`config.mk`:
```
export PLATFORM = sky130hd
export DESIGN_NAME = corr_header_framer
export DESIGN_NICKNAME = d
export VERILOG_FILES = /design/src/common/corr_header_pkg.sv /design/src/wrap_counter.sv /design/src/frame_fifo.sv /design/src/corr_header_framer.sv
export SDC_FILE = /design/constraint.sdc
export NUM_CORES = 1
export LEC_CHECK = 0
export BUFFER_PORTS_ARGS = -buffer_cell sky130_fd_sc_hd__buf_2
export CORE_MARGIN = 2
export CORE_UTILIZATION = 30
export CTS_CLUSTER_SIZE = 20
export DETAILED_ROUTE_END_ITERATION = 16
export HOLD_SLACK_MARGIN = 0.03
export SLEW_MARGIN = 20
export SYNTH_ARGS = -nofsm -noshare
export SYNTH_HDL_FRONTEND = slang
export SYNTH_SLANG_ARGS = --single-unit
```
`constraint.sdc`:
```
create_clock -name mclk -period 6.07 [get_ports mclk]
set_input_delay 0.9105 -clock mclk [delete_from_list [all_inputs] [get_ports mclk]]
set_output_delay 0.9105 -clock mclk [all_outputs]
set_load 0.005 [all_outputs]
```
`src/common/corr_header_pkg.sv`:
```
package corr_header_pkg;

  // ------------------------------------------------------------
  // Buffer and header geometry
  // ------------------------------------------------------------
  localparam int FIFO_DEPTH = 4;
  localparam int FIFO_WIDTH = 9;
  localparam int SEQ_WIDTH = 16;
  localparam logic [5:0] HDR0_LAST = 6'h13; // Fixed header, 20 octets
  localparam logic [5:0] HDR1_LAST = 6'h28; // Encoded header, at most 41 octets

  // ------------------------------------------------------------
  // Fixed binary header, first revision
  // ------------------------------------------------------------
  localparam logic [2:0] V0_VERSION = 3'h0;
  localparam logic [1:0] V0_MARK_BITS = 2'h3; // Bit 4 and spare bit 3
  localparam logic V0_LOW_BIT = 1'b0;
  localparam logic [7:0] MSG_TYPE_TPDU = 8'hFF;
  localparam logic [15:0] V0_ZERO_FILL = 16'h0000;
  localparam logic [7:0] V0_ONE_FILL = 8'hFF;

  // ------------------------------------------------------------
  // Encoded header, second revision
  // ------------------------------------------------------------
  localparam logic [7:0] BER_SEQUENCE = 8'h30;
  localparam logic [7:0] BER_LEN3 = 8'h83;
  localparam logic [7:0] BER_LEN2 = 8'h82;
  localparam logic [7:0] TAG_HDR = 8'hA1;
  localparam logic [7:0] TAG_OID = 8'h80;
  localparam logic [7:0] TAG_VER = 8'h81;
  localparam logic [7:0] TAG_CORR = 8'h83;
  localparam logic [7:0] TAG_SEQ = 8'h85;
  localparam logic [7:0] TAG_DIR = 8'h86;
  localparam logic [7:0] TAG_ICE = 8'h88;
  localparam logic [7:0] TAG_PAY = 8'h82;
  localparam logic [7:0] OID_LEN = 8'h04;
  localparam logic [31:0] OID_VALUE = 32'h0102_0304; // Arbitrary domain identifier
  localparam logic [7:0] ASN_VERSION = 8'h01;
  localparam logic [7:0] CORR_LEN = 8'h08;
  localparam logic [7:0] ONE_LEN = 8'h01;
  localparam logic [7:0] DIR_FROM_TARGET = 8'h01;
  localparam logic [7:0] DIR_TO_TARGET = 8'h02;
  localparam logic [7:0] ICE_GATEWAY = 8'h01;
  localparam logic [7:0] ICE_SERVING = 8'h02;
  localparam logic [7:0] HC_BASE = 8'h15;
  localparam logic [7:0] OPT_LEN = 8'h03;
  localparam logic [23:0] OUTER_EXTRA = 24'h00_0006;

endpackage : corr_header_pkg

```
`src/wrap_counter.sv`:
```
`timescale 1ns/1ns

module wrap_counter #(
  parameter int WIDTH = 16
) (
  input logic mclk,
  input logic rst,
  input logic clear,
  input logic step,
  output logic [WIDTH-1:0] value
);

  // ------------------------------------------------------------
  // Counter
  // ------------------------------------------------------------
  // Plain binary add rolls over at the top instead of sticking
  always_ff @(posedge mclk or posedge rst)
  begin
    if (rst)
      value <= '0;
    else if (clear)
      value <= '0;
    else if (step)
      value <= value + WIDTH'(1);
  end

endmodule : wrap_counter

```
`src/frame_fifo.sv`:
```
`timescale 1ns/1ns

module frame_fifo #(
  parameter int WIDTH = 9,
  parameter int DEPTH = 4
) (
  input logic mclk,
  input logic rst,
  input logic in_valid,
  output logic in_ready,
  input logic [WIDTH-1:0] in_data,
  output logic out_valid,
  input logic out_ready,
  output logic [WIDTH-1:0] out_data,
  output logic [$clog2(DEPTH):0] level_next
);

  localparam int AW = $clog2(DEPTH);

  logic [WIDTH-1:0] mem [DEPTH];
  logic [AW-1:0] wr_ptr;
  logic [AW-1:0] rd_ptr;
  logic [AW:0] level;

  // ------------------------------------------------------------
  // Handshake terms
  // ------------------------------------------------------------
  // Level counts the array only; the output register is one extra slot
  wire push = in_valid && in_ready;
  wire load = (level != '0) && (!out_valid || out_ready);
  assign in_ready = level < (AW+1)'(DEPTH);
  assign level_next = level + {{AW{1'b0}}, push} - {{AW{1'b0}}, load};

  // Array write, no reset needed on storage
  always_ff @(posedge mclk)
  begin
    if (push)
      mem[wr_ptr] <= in_data;
  end

  // Pointers and level; depth is a power of two so pointers wrap
  always_ff @(posedge mclk or posedge rst)
  begin
    if (rst)
    begin
      wr_ptr <= '0;
      rd_ptr <= '0;
      level <= '0;
    end
    else
    begin
      wr_ptr <= wr_ptr + AW'(push);
      rd_ptr <= rd_ptr + AW'(load);
      level <= level_next;
    end
  end

  // Registered read side keeps the consumer off the array path
  always_ff @(posedge mclk or posedge rst)
  begin
    if (rst)
    begin
      out_valid <= 1'b0;
      out_data <= '0;
    end
    else if (load)
    begin
      out_valid <= 1'b1;
      out_data <= mem[rd_ptr];
    end
    else if (out_ready)
      out_valid <= 1'b0;
  end

endmodule : frame_fifo

```
`src/corr_header_framer.sv`:
```
`timescale 1ns/1ns

// What this block does
// - Fixed header version bits are zero
// - Direction bit one uplink, zero downlink
// - Second octet is message type 255
// - Payload length big-endian in octets three-four
// - Sequence number increases per packet sent
// - Octets seven-eight zero, nine-twelve 255
// - Correlation number: gateway id, charging id
// - Node bit zero gateway, one serving
// - Exactly one payload follows each header
// - Second revision is BER encoded
// - Version field omitted for EPS
// - Optional and mandatory encoded fields honoured
// - UDP: no retry, no buffering, drop
// - TCP: request connection, hold packets
// - Frames leave toward UDP or TCP
// - Second revision is the default
module corr_header_framer (
  input logic mclk,
  input logic rst,
  input logic start_valid,
  output logic start_ready,
  input logic [15:0] start_len,
  input logic start_dir,
  input logic start_node_type,
  input logic [31:0] start_gw_id,
  input logic [31:0] start_charging_id,
  input logic pay_valid,
  output logic pay_ready,
  input logic [7:0] pay_data,
  input logic pay_last,
  input logic cfg_legacy_v0,
  input logic cfg_eps,
  input logic cfg_ice_en,
  input logic cfg_tcp,
  input logic link_up,
  input logic seq_restart,
  output logic out_valid,
  input logic out_ready,
  output logic [7:0] out_data,
  output logic out_last,
  output logic conn_req,
  output logic dropped,
  output logic len_error,
  output logic [15:0] seq_now
);

  typedef enum logic [1:0] {st_idle, st_hdr, st_pay, st_drop} state_e;

  state_e state;
  state_e next_state;
  logic [5:0] idx;
  logic [15:0] rem;
  logic [15:0] next_rem;
  logic [15:0] len_q;
  logic [15:0] seq_q;
  logic [31:0] gw_q;
  logic [31:0] chg_q;
  logic dir_q;
  logic node_q;
  logic ver1_q;
  logic eps_q;
  logic ice_q;
  logic fifo_in_ready;
  logic [corr_header_pkg::FIFO_WIDTH-1:0] fifo_out;
  logic [2:0] fifo_level_next;

  // ------------------------------------------------------------
  // Request decode
  // ------------------------------------------------------------
  // Datagram mode never waits for the far end, so a dead link drops
  wire drop_now = !cfg_tcp && !link_up;
  wire tcp_hold = cfg_tcp && !link_up;
  wire accept = start_valid && start_ready;
  wire take = pay_valid && pay_ready;
  wire send_start = accept && !drop_now;
  wire use_v1 = !(cfg_legacy_v0 && !cfg_eps);

  // ------------------------------------------------------------
  // Header images
  // ------------------------------------------------------------
  // Ascending vectors so octet i sits at [8*i +: 8] in wire order
  wire [0:327] hdr0;
  wire [0:327] hdr1;
  wire [0:40] keep1;
  wire [1:0] seq_n;
  wire [7:0] hc;
  wire [23:0] outer_len;
  wire [7:0] dir_code;
  wire [7:0] ice_code;

  assign hdr0 = {corr_header_pkg::V0_VERSION, corr_header_pkg::V0_MARK_BITS, node_q, dir_q,
                 corr_header_pkg::V0_LOW_BIT, corr_header_pkg::MSG_TYPE_TPDU, len_q, seq_q,
                 corr_header_pkg::V0_ZERO_FILL, {4{corr_header_pkg::V0_ONE_FILL}},
                 gw_q, chg_q, 168'h0};

  // Minimal integer length: a leading zero octet only when the top bit is set
  assign seq_n = 2'(2'd1 + {1'b0, seq_q[15]} + {1'b0, |seq_q[15:7]});
  assign hc = 8'(corr_header_pkg::HC_BASE + {6'h00, seq_n}
              + (eps_q ? 8'h00 : corr_header_pkg::OPT_LEN)
              + (ice_q ? corr_header_pkg::OPT_LEN : 8'h00));
  assign outer_len = 24'(corr_header_pkg::OUTER_EXTRA + {16'h0000, hc} + {8'h00, len_q});
  assign dir_code = dir_q ? corr_header_pkg::DIR_FROM_TARGET : corr_header_pkg::DIR_TO_TARGET;
  assign ice_code = node_q ? corr_header_pkg::ICE_SERVING : corr_header_pkg::ICE_GATEWAY;

  // Encoded image carries every field; keep1 strikes what is absent
  assign hdr1 = {corr_header_pkg::BER_SEQUENCE, corr_header_pkg::BER_LEN3, outer_len,
                 corr_header_pkg::TAG_HDR, hc,
                 corr_header_pkg::TAG_OID, corr_header_pkg::OID_LEN, corr_header_pkg::OID_VALUE,
                 corr_header_pkg::TAG_VER, corr_header_pkg::ONE_LEN, corr_header_pkg::ASN_VERSION,
                 corr_header_pkg::TAG_CORR, corr_header_pkg::CORR_LEN, gw_q, chg_q,
                 corr_header_pkg::TAG_SEQ, {6'h00, seq_n}, 8'h00, seq_q,
                 corr_header_pkg::TAG_DIR, corr_header_pkg::ONE_LEN, dir_code,
                 corr_header_pkg::TAG_ICE, corr_header_pkg::ONE_LEN, ice_code,
                 corr_header_pkg::TAG_PAY, corr_header_pkg::BER_LEN2, len_q};
  assign keep1 = {{13{1'b1}}, {3{!eps_q}}, {12{1'b1}}, seq_q[15], |seq_q[15:7],
                  {4{1'b1}}, {3{ice_q}}, {4{1'b1}}};

  // ------------------------------------------------------------
  // Octet selection
  // ------------------------------------------------------------
  wire [5:0] hdr_end = ver1_q ? corr_header_pkg::HDR1_LAST : corr_header_pkg::HDR0_LAST;
  wire keep_cur = !ver1_q || keep1[idx];
  wire [7:0] cur_byte = ver1_q ? hdr1[{idx, 3'b000} +: 8] : hdr0[{idx, 3'b000} +: 8];
  wire in_hdr = state == st_hdr;
  wire hdr_push = in_hdr && keep_cur;
  wire hdr_step = in_hdr && (!keep_cur || fifo_in_ready);
  wire hdr_done = hdr_step && (idx == hdr_end);
  wire pay_push = (state == st_pay) && take;
  wire rem_one = rem == 16'h0001;
  wire fifo_in_valid = hdr_push || pay_push;
  wire hdr_last = (idx == hdr_end) && (len_q == 16'h0000);
  wire [8:0] fifo_in_data = hdr_push ? {hdr_last, cur_byte} : {rem_one, pay_data};
  wire room_next = fifo_level_next < 3'(corr_header_pkg::FIFO_DEPTH);

  // ------------------------------------------------------------
  // Frame sequencer
  // ------------------------------------------------------------
  // Header first, then exactly len payload octets, then back to idle
  always_comb
  begin
    next_state = state;
    next_rem = rem;
    case (state)
      st_idle:
      begin
        if (accept)
        begin
          next_rem = start_len;
          if (drop_now)
            next_state = (start_len == 16'h0000) ? st_idle : st_drop;
          else
            next_state = st_hdr;
        end
      end
      st_hdr:
      begin
        if (hdr_done)
          next_state = (len_q == 16'h0000) ? st_idle : st_pay;
      end
      st_pay, st_drop:
      begin
        if (take)
        begin
          next_rem = rem - 16'h0001;
          if (rem_one)
            next_state = st_idle;
        end
      end
      default:
        next_state = st_idle;
    endcase
  end

  // State, octet index and remaining count
  always_ff @(posedge mclk or posedge rst)
  begin
    if (rst)
    begin
      state <= st_idle;
      idx <= 6'h00;
      rem <= 16'h0000;
    end
    else
    begin
      state <= next_state;
      rem <= next_rem;
      idx <= accept ? 6'h00 : idx + 6'(hdr_step);
    end
  end

  // Packet descriptor, frozen for the whole frame
  always_ff @(posedge mclk or posedge rst)
  begin
    if (rst)
    begin
      {len_q, seq_q, gw_q, chg_q} <= '0;
      {dir_q, node_q, ver1_q, eps_q, ice_q} <= '0;
    end
    else if (send_start)
    begin
      len_q <= start_len;
      seq_q <= seq_now;
      gw_q <= start_gw_id;
      chg_q <= start_charging_id;
      dir_q <= start_dir;
      node_q <= start_node_type;
      ver1_q <= use_v1;
      eps_q <= cfg_eps;
      ice_q <= cfg_ice_en;
    end
  end

  // ------------------------------------------------------------
  // Registered handshakes and status
  // ------------------------------------------------------------
  // Payload ready looks one cycle ahead at the buffer level, so a
  // byte granted here always finds a free slot
  always_ff @(posedge mclk or posedge rst)
  begin
    if (rst)
    begin
      start_ready <= 1'b0;
      pay_ready <= 1'b0;
      conn_req <= 1'b0;
      dropped <= 1'b0;
      len_error <= 1'b0;
    end
    else
    begin
      start_ready <= (next_state == st_idle) && !tcp_hold;
      pay_ready <= ((next_state == st_pay) && room_next) || (next_state == st_drop);
      conn_req <= tcp_hold;
      dropped <= accept && drop_now;
      len_error <= pay_push && (pay_last != rem_one);
    end
  end

  // ------------------------------------------------------------
  // Sequence counter and output buffer
  // ------------------------------------------------------------
  wrap_counter #(
    .WIDTH(corr_header_pkg::SEQ_WIDTH)
  ) u_seq (
    .mclk(mclk),
    .rst(rst),
    .clear(seq_restart),
    .step(send_start),
    .value(seq_now)
  );

  // Stalls upstream when the transport side stops taking octets
  frame_fifo #(
    .WIDTH(corr_header_pkg::FIFO_WIDTH),
    .DEPTH(corr_header_pkg::FIFO_DEPTH)
  ) u_fifo (
    .mclk(mclk),
    .rst(rst),
    .in_valid(fifo_in_valid),
    .in_ready(fifo_in_ready),
    .in_data(fifo_in_data),
    .out_valid(out_valid),
    .out_ready(out_ready),
    .out_data(fifo_out),
    .level_next(fifo_level_next)
  );

  assign out_data = fifo_out[7:0];
  assign out_last = fifo_out[8];

  wire v0_push = hdr_push && !ver1_q;
endmodule : corr_header_framer

```
# After elaboration in Yosys (flattened, before gate mapping)
# Memory sizes are Yosys's and may differ from the RTL's. A register that Yosys moved wholly into a read port is not among the register bits.
# Cells that the tools add are included.
# totals
wordCells,125
output_inout_bits,31
inputBits,102
register_bits,154
ram_bits,36
mem_count,1
# mem_list
memory,words,width,read_ports,rd_clocked_by_memory_dff,write_ports,line,rtl
u_fifo.mem,4,9,1,1,1,frame_fifo.sv:20,logic [WIDTH-1:0] mem [DEPTH];
# classes
reduce_logical,43
n_addsub,14
magnitude_cmp,3
eq_ne,10
bitwise,2
mux,28
shift,2
# op_table
cell,n
328-bit by 10-bit indexed part select with 329-bit output,2
16-bit two-way mux,4
16-bit zero test,2
16-bit case mux with 2 select lines,1
2-bit two-way mux,11
9-bit by 16-bit adder with 17-bit output,1
1-bit logical AND,17
"16-bit by 1-bit adder with 16-bit output, second input constant",1
"16-bit by 1-bit equality test with 1-bit output, second input constant",1
"16-bit by 1-bit subtractor with 16-bit output, second input constant",1
6-bit two-way mux,2
1-bit zero test,10
9-bit NOT with 10-bit output,1
"3-bit by 8-bit adder with 9-bit output, first input constant",1
9-bit two-way mux,1
9-bit OR reduction,1
7-bit by 2-bit adder with 8-bit output,1
"2-bit equality test, second input constant",4
8-bit two-way mux,1
6-bit by 2-bit adder with 7-bit output,1
"7-bit greater-or-equal comparator, second input constant",1
6-bit NOT with 7-bit output,1
2-bit by 1-bit adder with 2-bit output,3
"5-bit by 2-bit adder with 6-bit output, first input constant",1
18 further kinds,32

# Longest topological paths before layout
# logic_depth
ltp_word,14
mapped_depth,18
mapped_depth_nobuf,18

# By module
# Synthesis repeated with hierarchy kept, for this count alone.
# unflattened
hier_cells,1282
area_unflattened_um2,11407.2
# by_module_without_submodules
module,seq_area_each_um2,cells_each,instances,area_each_um2
corr_header_framer,3253.1,1100,1,8544.4
frame_fifo,1506.4,100,1,2054.5
wrap_counter,400.4,82,1,808.3

# Least setup slack after synthesis
# No wires, ideal clock.
# synth_timing
path_type,reg2reg
from,register seq_q[12]
to,"memory u_fifo.mem[0][7], data pin"
setup_slack_ns,1.445
required_time_ns,5.787
setup_time_ns,0.283
arrival_ns,4.342
period_less_slack_ns,4.625
stages_incl_launch_ff,19
path_buffers,0
cell_sequence,dfrtp_1 > nor4_4 > nand3_1 > nor2_1 > nor2_1 > ha_1 > fa_1 > or2_2 > o21ai_0 > nor2_1 > ha_1 > inv_1 > fa_1 > a211o_1 > a21oi_1 > nor3_1 > xor2_1 > a311oi_1 > a31oi_1
# synth_between
elab_chain_len,10
word_cells_on_any_way,16
classes_between,add/sub (6); shift (2); mux (5); reduce/logical (3)
# synth_rtl
item,line,rtl
"start, declared",corr_header_framer.sv:58,logic [15:0] seq_q;
"start signal, assigned",corr_header_framer.sv:205,seq_q <= seq_now;
9-bit OR reduction,"corr_header_framer.sv:100, corr_header_framer.sv:118",
2-bit by 1-bit adder with 2-bit output,corr_header_framer.sv:100,"assign seq_n = 2'(2'd1 + {1'b0, seq_q[15]} + {1'b0, |seq_q[15:7]});"
5-bit by 2-bit adder with 6-bit output,corr_header_framer.sv:101,"assign hc = 8'(corr_header_pkg::HC_BASE + {6'h00, seq_n}"
6-bit by 2-bit adder with 7-bit output,corr_header_framer.sv:102,+ (eps_q ? 8'h00 : corr_header_pkg::OPT_LEN)
7-bit by 2-bit adder with 8-bit output,corr_header_framer.sv:103,+ (ice_q ? corr_header_pkg::OPT_LEN : 8'h00));
3-bit by 8-bit adder with 9-bit output,corr_header_framer.sv:104,"assign outer_len = 24'(corr_header_pkg::OUTER_EXTRA + {16'h0000, hc} + {8'h00, len_q});"
9-bit by 16-bit adder with 17-bit output,corr_header_framer.sv:104,
328-bit by 10-bit indexed part select with 329-bit output,corr_header_framer.sv:126,"wire [7:0] cur_byte = ver1_q ? hdr1[{idx, 3'b000} +: 8] : hdr0[{idx, 3'b000} +: 8];"
8-bit two-way mux,corr_header_framer.sv:126,
9-bit two-way mux (*),corr_header_framer.sv:135,"wire [8:0] fifo_in_data = hdr_push ? {hdr_last, cur_byte} : {rem_one, pay_data};"
via fifo_in_data[7],corr_header_framer.sv:135,
"end, declared",frame_fifo.sv:20,
# The timed path passes the listed nets; every way through them passes the cells marked *. The select of a mux whose other input is x is not followed.

# Worst setup path after layout
# layout_timing
from,register seq_q[12]
to,"memory u_fifo.mem[3][7], data pin"
# The elaborated chain is that of the path after synthesis.

==> impl_metrics.json <==
{
  "synth_top_area_cell": "dfrtp_1",
  "cts_setup_buffers": 0,
  "end_kind": "register",
  "drive_gt1_share_pct": 17.3,
  "switchingPower_w": 0.00315,
  "hold_ws_ns": 0.483,
  "synth-edff-count": 36,
  "pwr_density_cell_mw_per_mm2": 517,
  "drt_first_pass_iters": 5,
  "clk_path_buf_depth": 2,
  "drt_iter0_markers": 843,
  "grt-ovfl-total": 0,
  "core_sq_mm": 0.0386,
  "relSlewSlack_pct": 31.9,
  "antenna_found_initial": 0,
  "path_max_fanout": 8,
  "cts_tree": "done",
  "ant_nets": 0,
  "htree_levels": 4,
  "power_leakage_nw": 5.83,
  "fin_crit_ns": 5.41,
  "yosysSeqAreaShare_pct": 44.2,
  "grt_pass1_wl_mm": 57.0,
  "slew_violations": 0,
  "seq_power_share_pct": 34.1,
  "first_global_vias": 9687,
  "ys.flop_type": "dfrtp_1",
  "switching_share_pct": 45.8,
  "post_cts_resized": 0,
  "criticalPathCategory": "register to register",
  "critPathMaxStageDelay_ns": 0.50,
  "fmax_mhz": 185,
  "path_clk_slew_ns": 0.07,
  "ys_types": 81,
  "critPathRequiredTime_ns": 6.22,
  "fp-row-count": 72,
  "clk_latency_ns": 0.46,
  "hold_buffers": 0,
  "rrSetupSlack_ns": 0.66,
  "cts-root-buf": "clkbuf_16",
  "critPathLaunchType": "register",
  "fin_crit_sh_pct": 89.2,
  "path_delay_family": "adder cells",
  "viasPerCell": 5.23,
  "ys_ff_latch": 199,
  "peakVddDrop_uv": 282,
  "cp-endpoint": "u_fifo.mem[3][7]",
  "syn-num-nets": 1419,
  "p_int_w": 0.00374,
  "num_vias": 9948,
  "drc": 0,
  "p_clk_share_pct": 16.3,
  "final-setup-viol-count": 0,
  "setup_tns_ns": 0,
  "dieArea_sq_mm": 0.0405,
  "hold_path_class": "register to register",
  "n_antenna_cell": 0,
  "initial_core_util_pct": 30.3,
  "syn_area_sq_mm": 0.0117,
  "syn_inst": 1286,
  "cp.depth": 18,
  "synth_commonest_cells": "nand2_1, dfrtp_1, a21oi_1",
  "cp_num_buf_inv": 1,
  "critPathSlowestCell": "fa_1",
  "max_cap_viol_count": 0,
  "avgSynthCellArea_sq_um": 9.09,
  "nets": 1503,
  "dp_hpwl_mm": 27.0,
  "cp-startpoint": "seq_q[12]",
  "rsz0062_at_grt": "false",
  "die_w_microns": 201,
  "syn_to_final_growth_pct": 14.2,
  "worstHoldStart": "chg_q[30]",
  "final_core_util_pct": 34.6,
  "ys_warn_count": 0,
  "status": "complete, no violations",
  "r2r_end": "u_fifo.mem[3][7]",
  "r2r-start": "seq_q[12]",
  "chipHeight_microns": 201,
  "cpMostUsedCell": "nor2_1",
  "drt-wirelength-per-cell_microns": 19.3,
  "path_cells": "nor4_4, nand3_1, nor2_1, nor2_1, ha_1, fa_1, or2_2, o21ai_0, nor2_1, ha_1, inv_1, fa_1, a211o_1, a21oi_1, nor3_1, xor2_1, a311oi_1, a31oi_1",
  "synth_most_common_cell": "nand2_1",
  "ios": 133,
  "ys_top_cells_by_area": "dfrtp_1, nand2_1, edfxtp_1",
  "synth-async-reset-ratio_pct": 81.9,
  "skew_ns": 0.0142,
  "gp_congestion": 0.896,
  "ff2ff_path_depth": 18,
  "critPathArrivalTime_ns": 5.56,
  "finalHoldViolations": 0,
  "pwr-share-comb_pct": 49.5,
  "cts_buffers": 17,
  "cts_sinks": 199,
  "port_buffers": 132,
  "routed_wl_mm": 36.7,
  "track_usage_pct": 18.2,
  "yosysTopAreaCellShare_pct": 34.9,
  "grt_max_degree": 96,
  "worst_slew_pin_slew_ns": 1.02
}
-- how the worst min path moves through the flow --
stage / slack (ns) / endpoint / depth (start not counted)
finish: 0.48 / chg_q[30] / 2
global route: 0.52 / chg_q[30] / 2
CTS: 0.49 / chg_q[30] / 2
detailed placement: 0.47 / chg_q[30] / 2
global placement: 0.46 / chg_q[30] / 2
floorplan: 0.44 / chg_q[22] / 2
-- per-stage QoR --
step	worst slack, ns	std cells	total power, W	area [sq um]
after floorplan	0.755	1286	0.00466	11700
after global placement	0.924	1869	0.00568	12800
after detailed placement	0.756	1869	0.00571	12800
after CTS	0.721	1901	0.00687	13300
after global routing	0.273	1901	0.00739	13300
final	0.657	1901	0.00689	13300
-- layout make-up --
class | count | area (sq um)
fillers | 4050 | 25200
multi-input cells | 966 | 6020
flip-flops and latches | 199 | 5160
repair buffers | 147 | 786
well taps | 518 | 648
clock buffers | 18 | 429
inverters | 39 | 151
clock inverters | 14 | 136
-- sequential cells by signal (all words and copies together), names as in the netlist, 2 cells and up --
| register | count |
|---|---|
| u_fifo.mem | 36 |
| rem | 16 |
| u_fifo.out_data | 9 |
| u_seq.value | 16 |
| state | 2 |
| chg_q | 32 |
| u_fifo.wr_ptr | 2 |
| len_q | 16 |
| u_fifo.rd_ptr | 2 |
| u_fifo.level | 3 |
| gw_q | 32 |
| idx | 6 |
| seq_q | 16 |
-- routing by layer --
layer  routed length, microns  global-route usage (%)
met1                    16600                    24.8
met2                    16600                    28.2
met3                     2450                    4.21
met4                     1050                    6.62
met5                        0                       0
-- kinds of logic after synthesis --
group	after synthesis	synth area share, %
AO/OA/AOI/OAI	257	14.5
XOR/XNOR	28	2.10
adder cells (fa/ha/maj)	31	3.51
buffers and inverters	121	4.56
flip-flops	199	44.2
multiplexers	89	9.65
AND/OR/NAND/NOR	561	21.5
-- power by group through the flow --
stage	clock [W]	combinational (W)	sequential [W]
CTS	0.00115	0.00337	0.00234
global placement	0	0.00332	0.00236
floorplan	0	0.00259	0.00207
finish	0.00113	0.00341	0.00235
detailed placement	0	0.00334	0.00236
global route	0.00121	0.00377	0.00241
-- cell usage in the layout, fill, tap and decap left out, types with 11 or more instances in the layout --
cell type | synthesis | routed
nand4_1 | 13 | 13
inv_1 | 39 | 38
xor2_1 | 17 | 17
o21ai_0 | 52 | 52
xnor2_1 | 11 | 11
buf_4 | 10 | 14
mux2i_1 | 53 | 53
nor2_1 | 69 | 68
ha_1 | 28 | 28
buf_2 | 21 | 132
clkbuf_16 | 0 | 17
dfrtp_1 | 163 | 160
o22ai_1 | 23 | 23
nor3_1 | 26 | 26
nand3_1 | 26 | 26
nor4_1 | 11 | 11
mux2_2 | 17 | 17
nand2_1 | 338 | 338
mux4_2 | 17 | 17
nand2b_1 | 20 | 20
a21oi_1 | 75 | 74
edfxtp_1 | 36 | 36
-- worst register-to-register path: cells and delay by family (launching register included) --
family | cells | cell delay, ns
DFF | 1 | 0.43
buffers and inverters | 1 | 0.07
xor gates and xnor gates | 1 | 0.17
AOI/OAI and AO/OA | 5 | 1.49
adders and majority gates | 4 | 1.54
and+or+nand+nor | 7 | 1.39
Note: power is estimated with default switching activity, not from simulation.
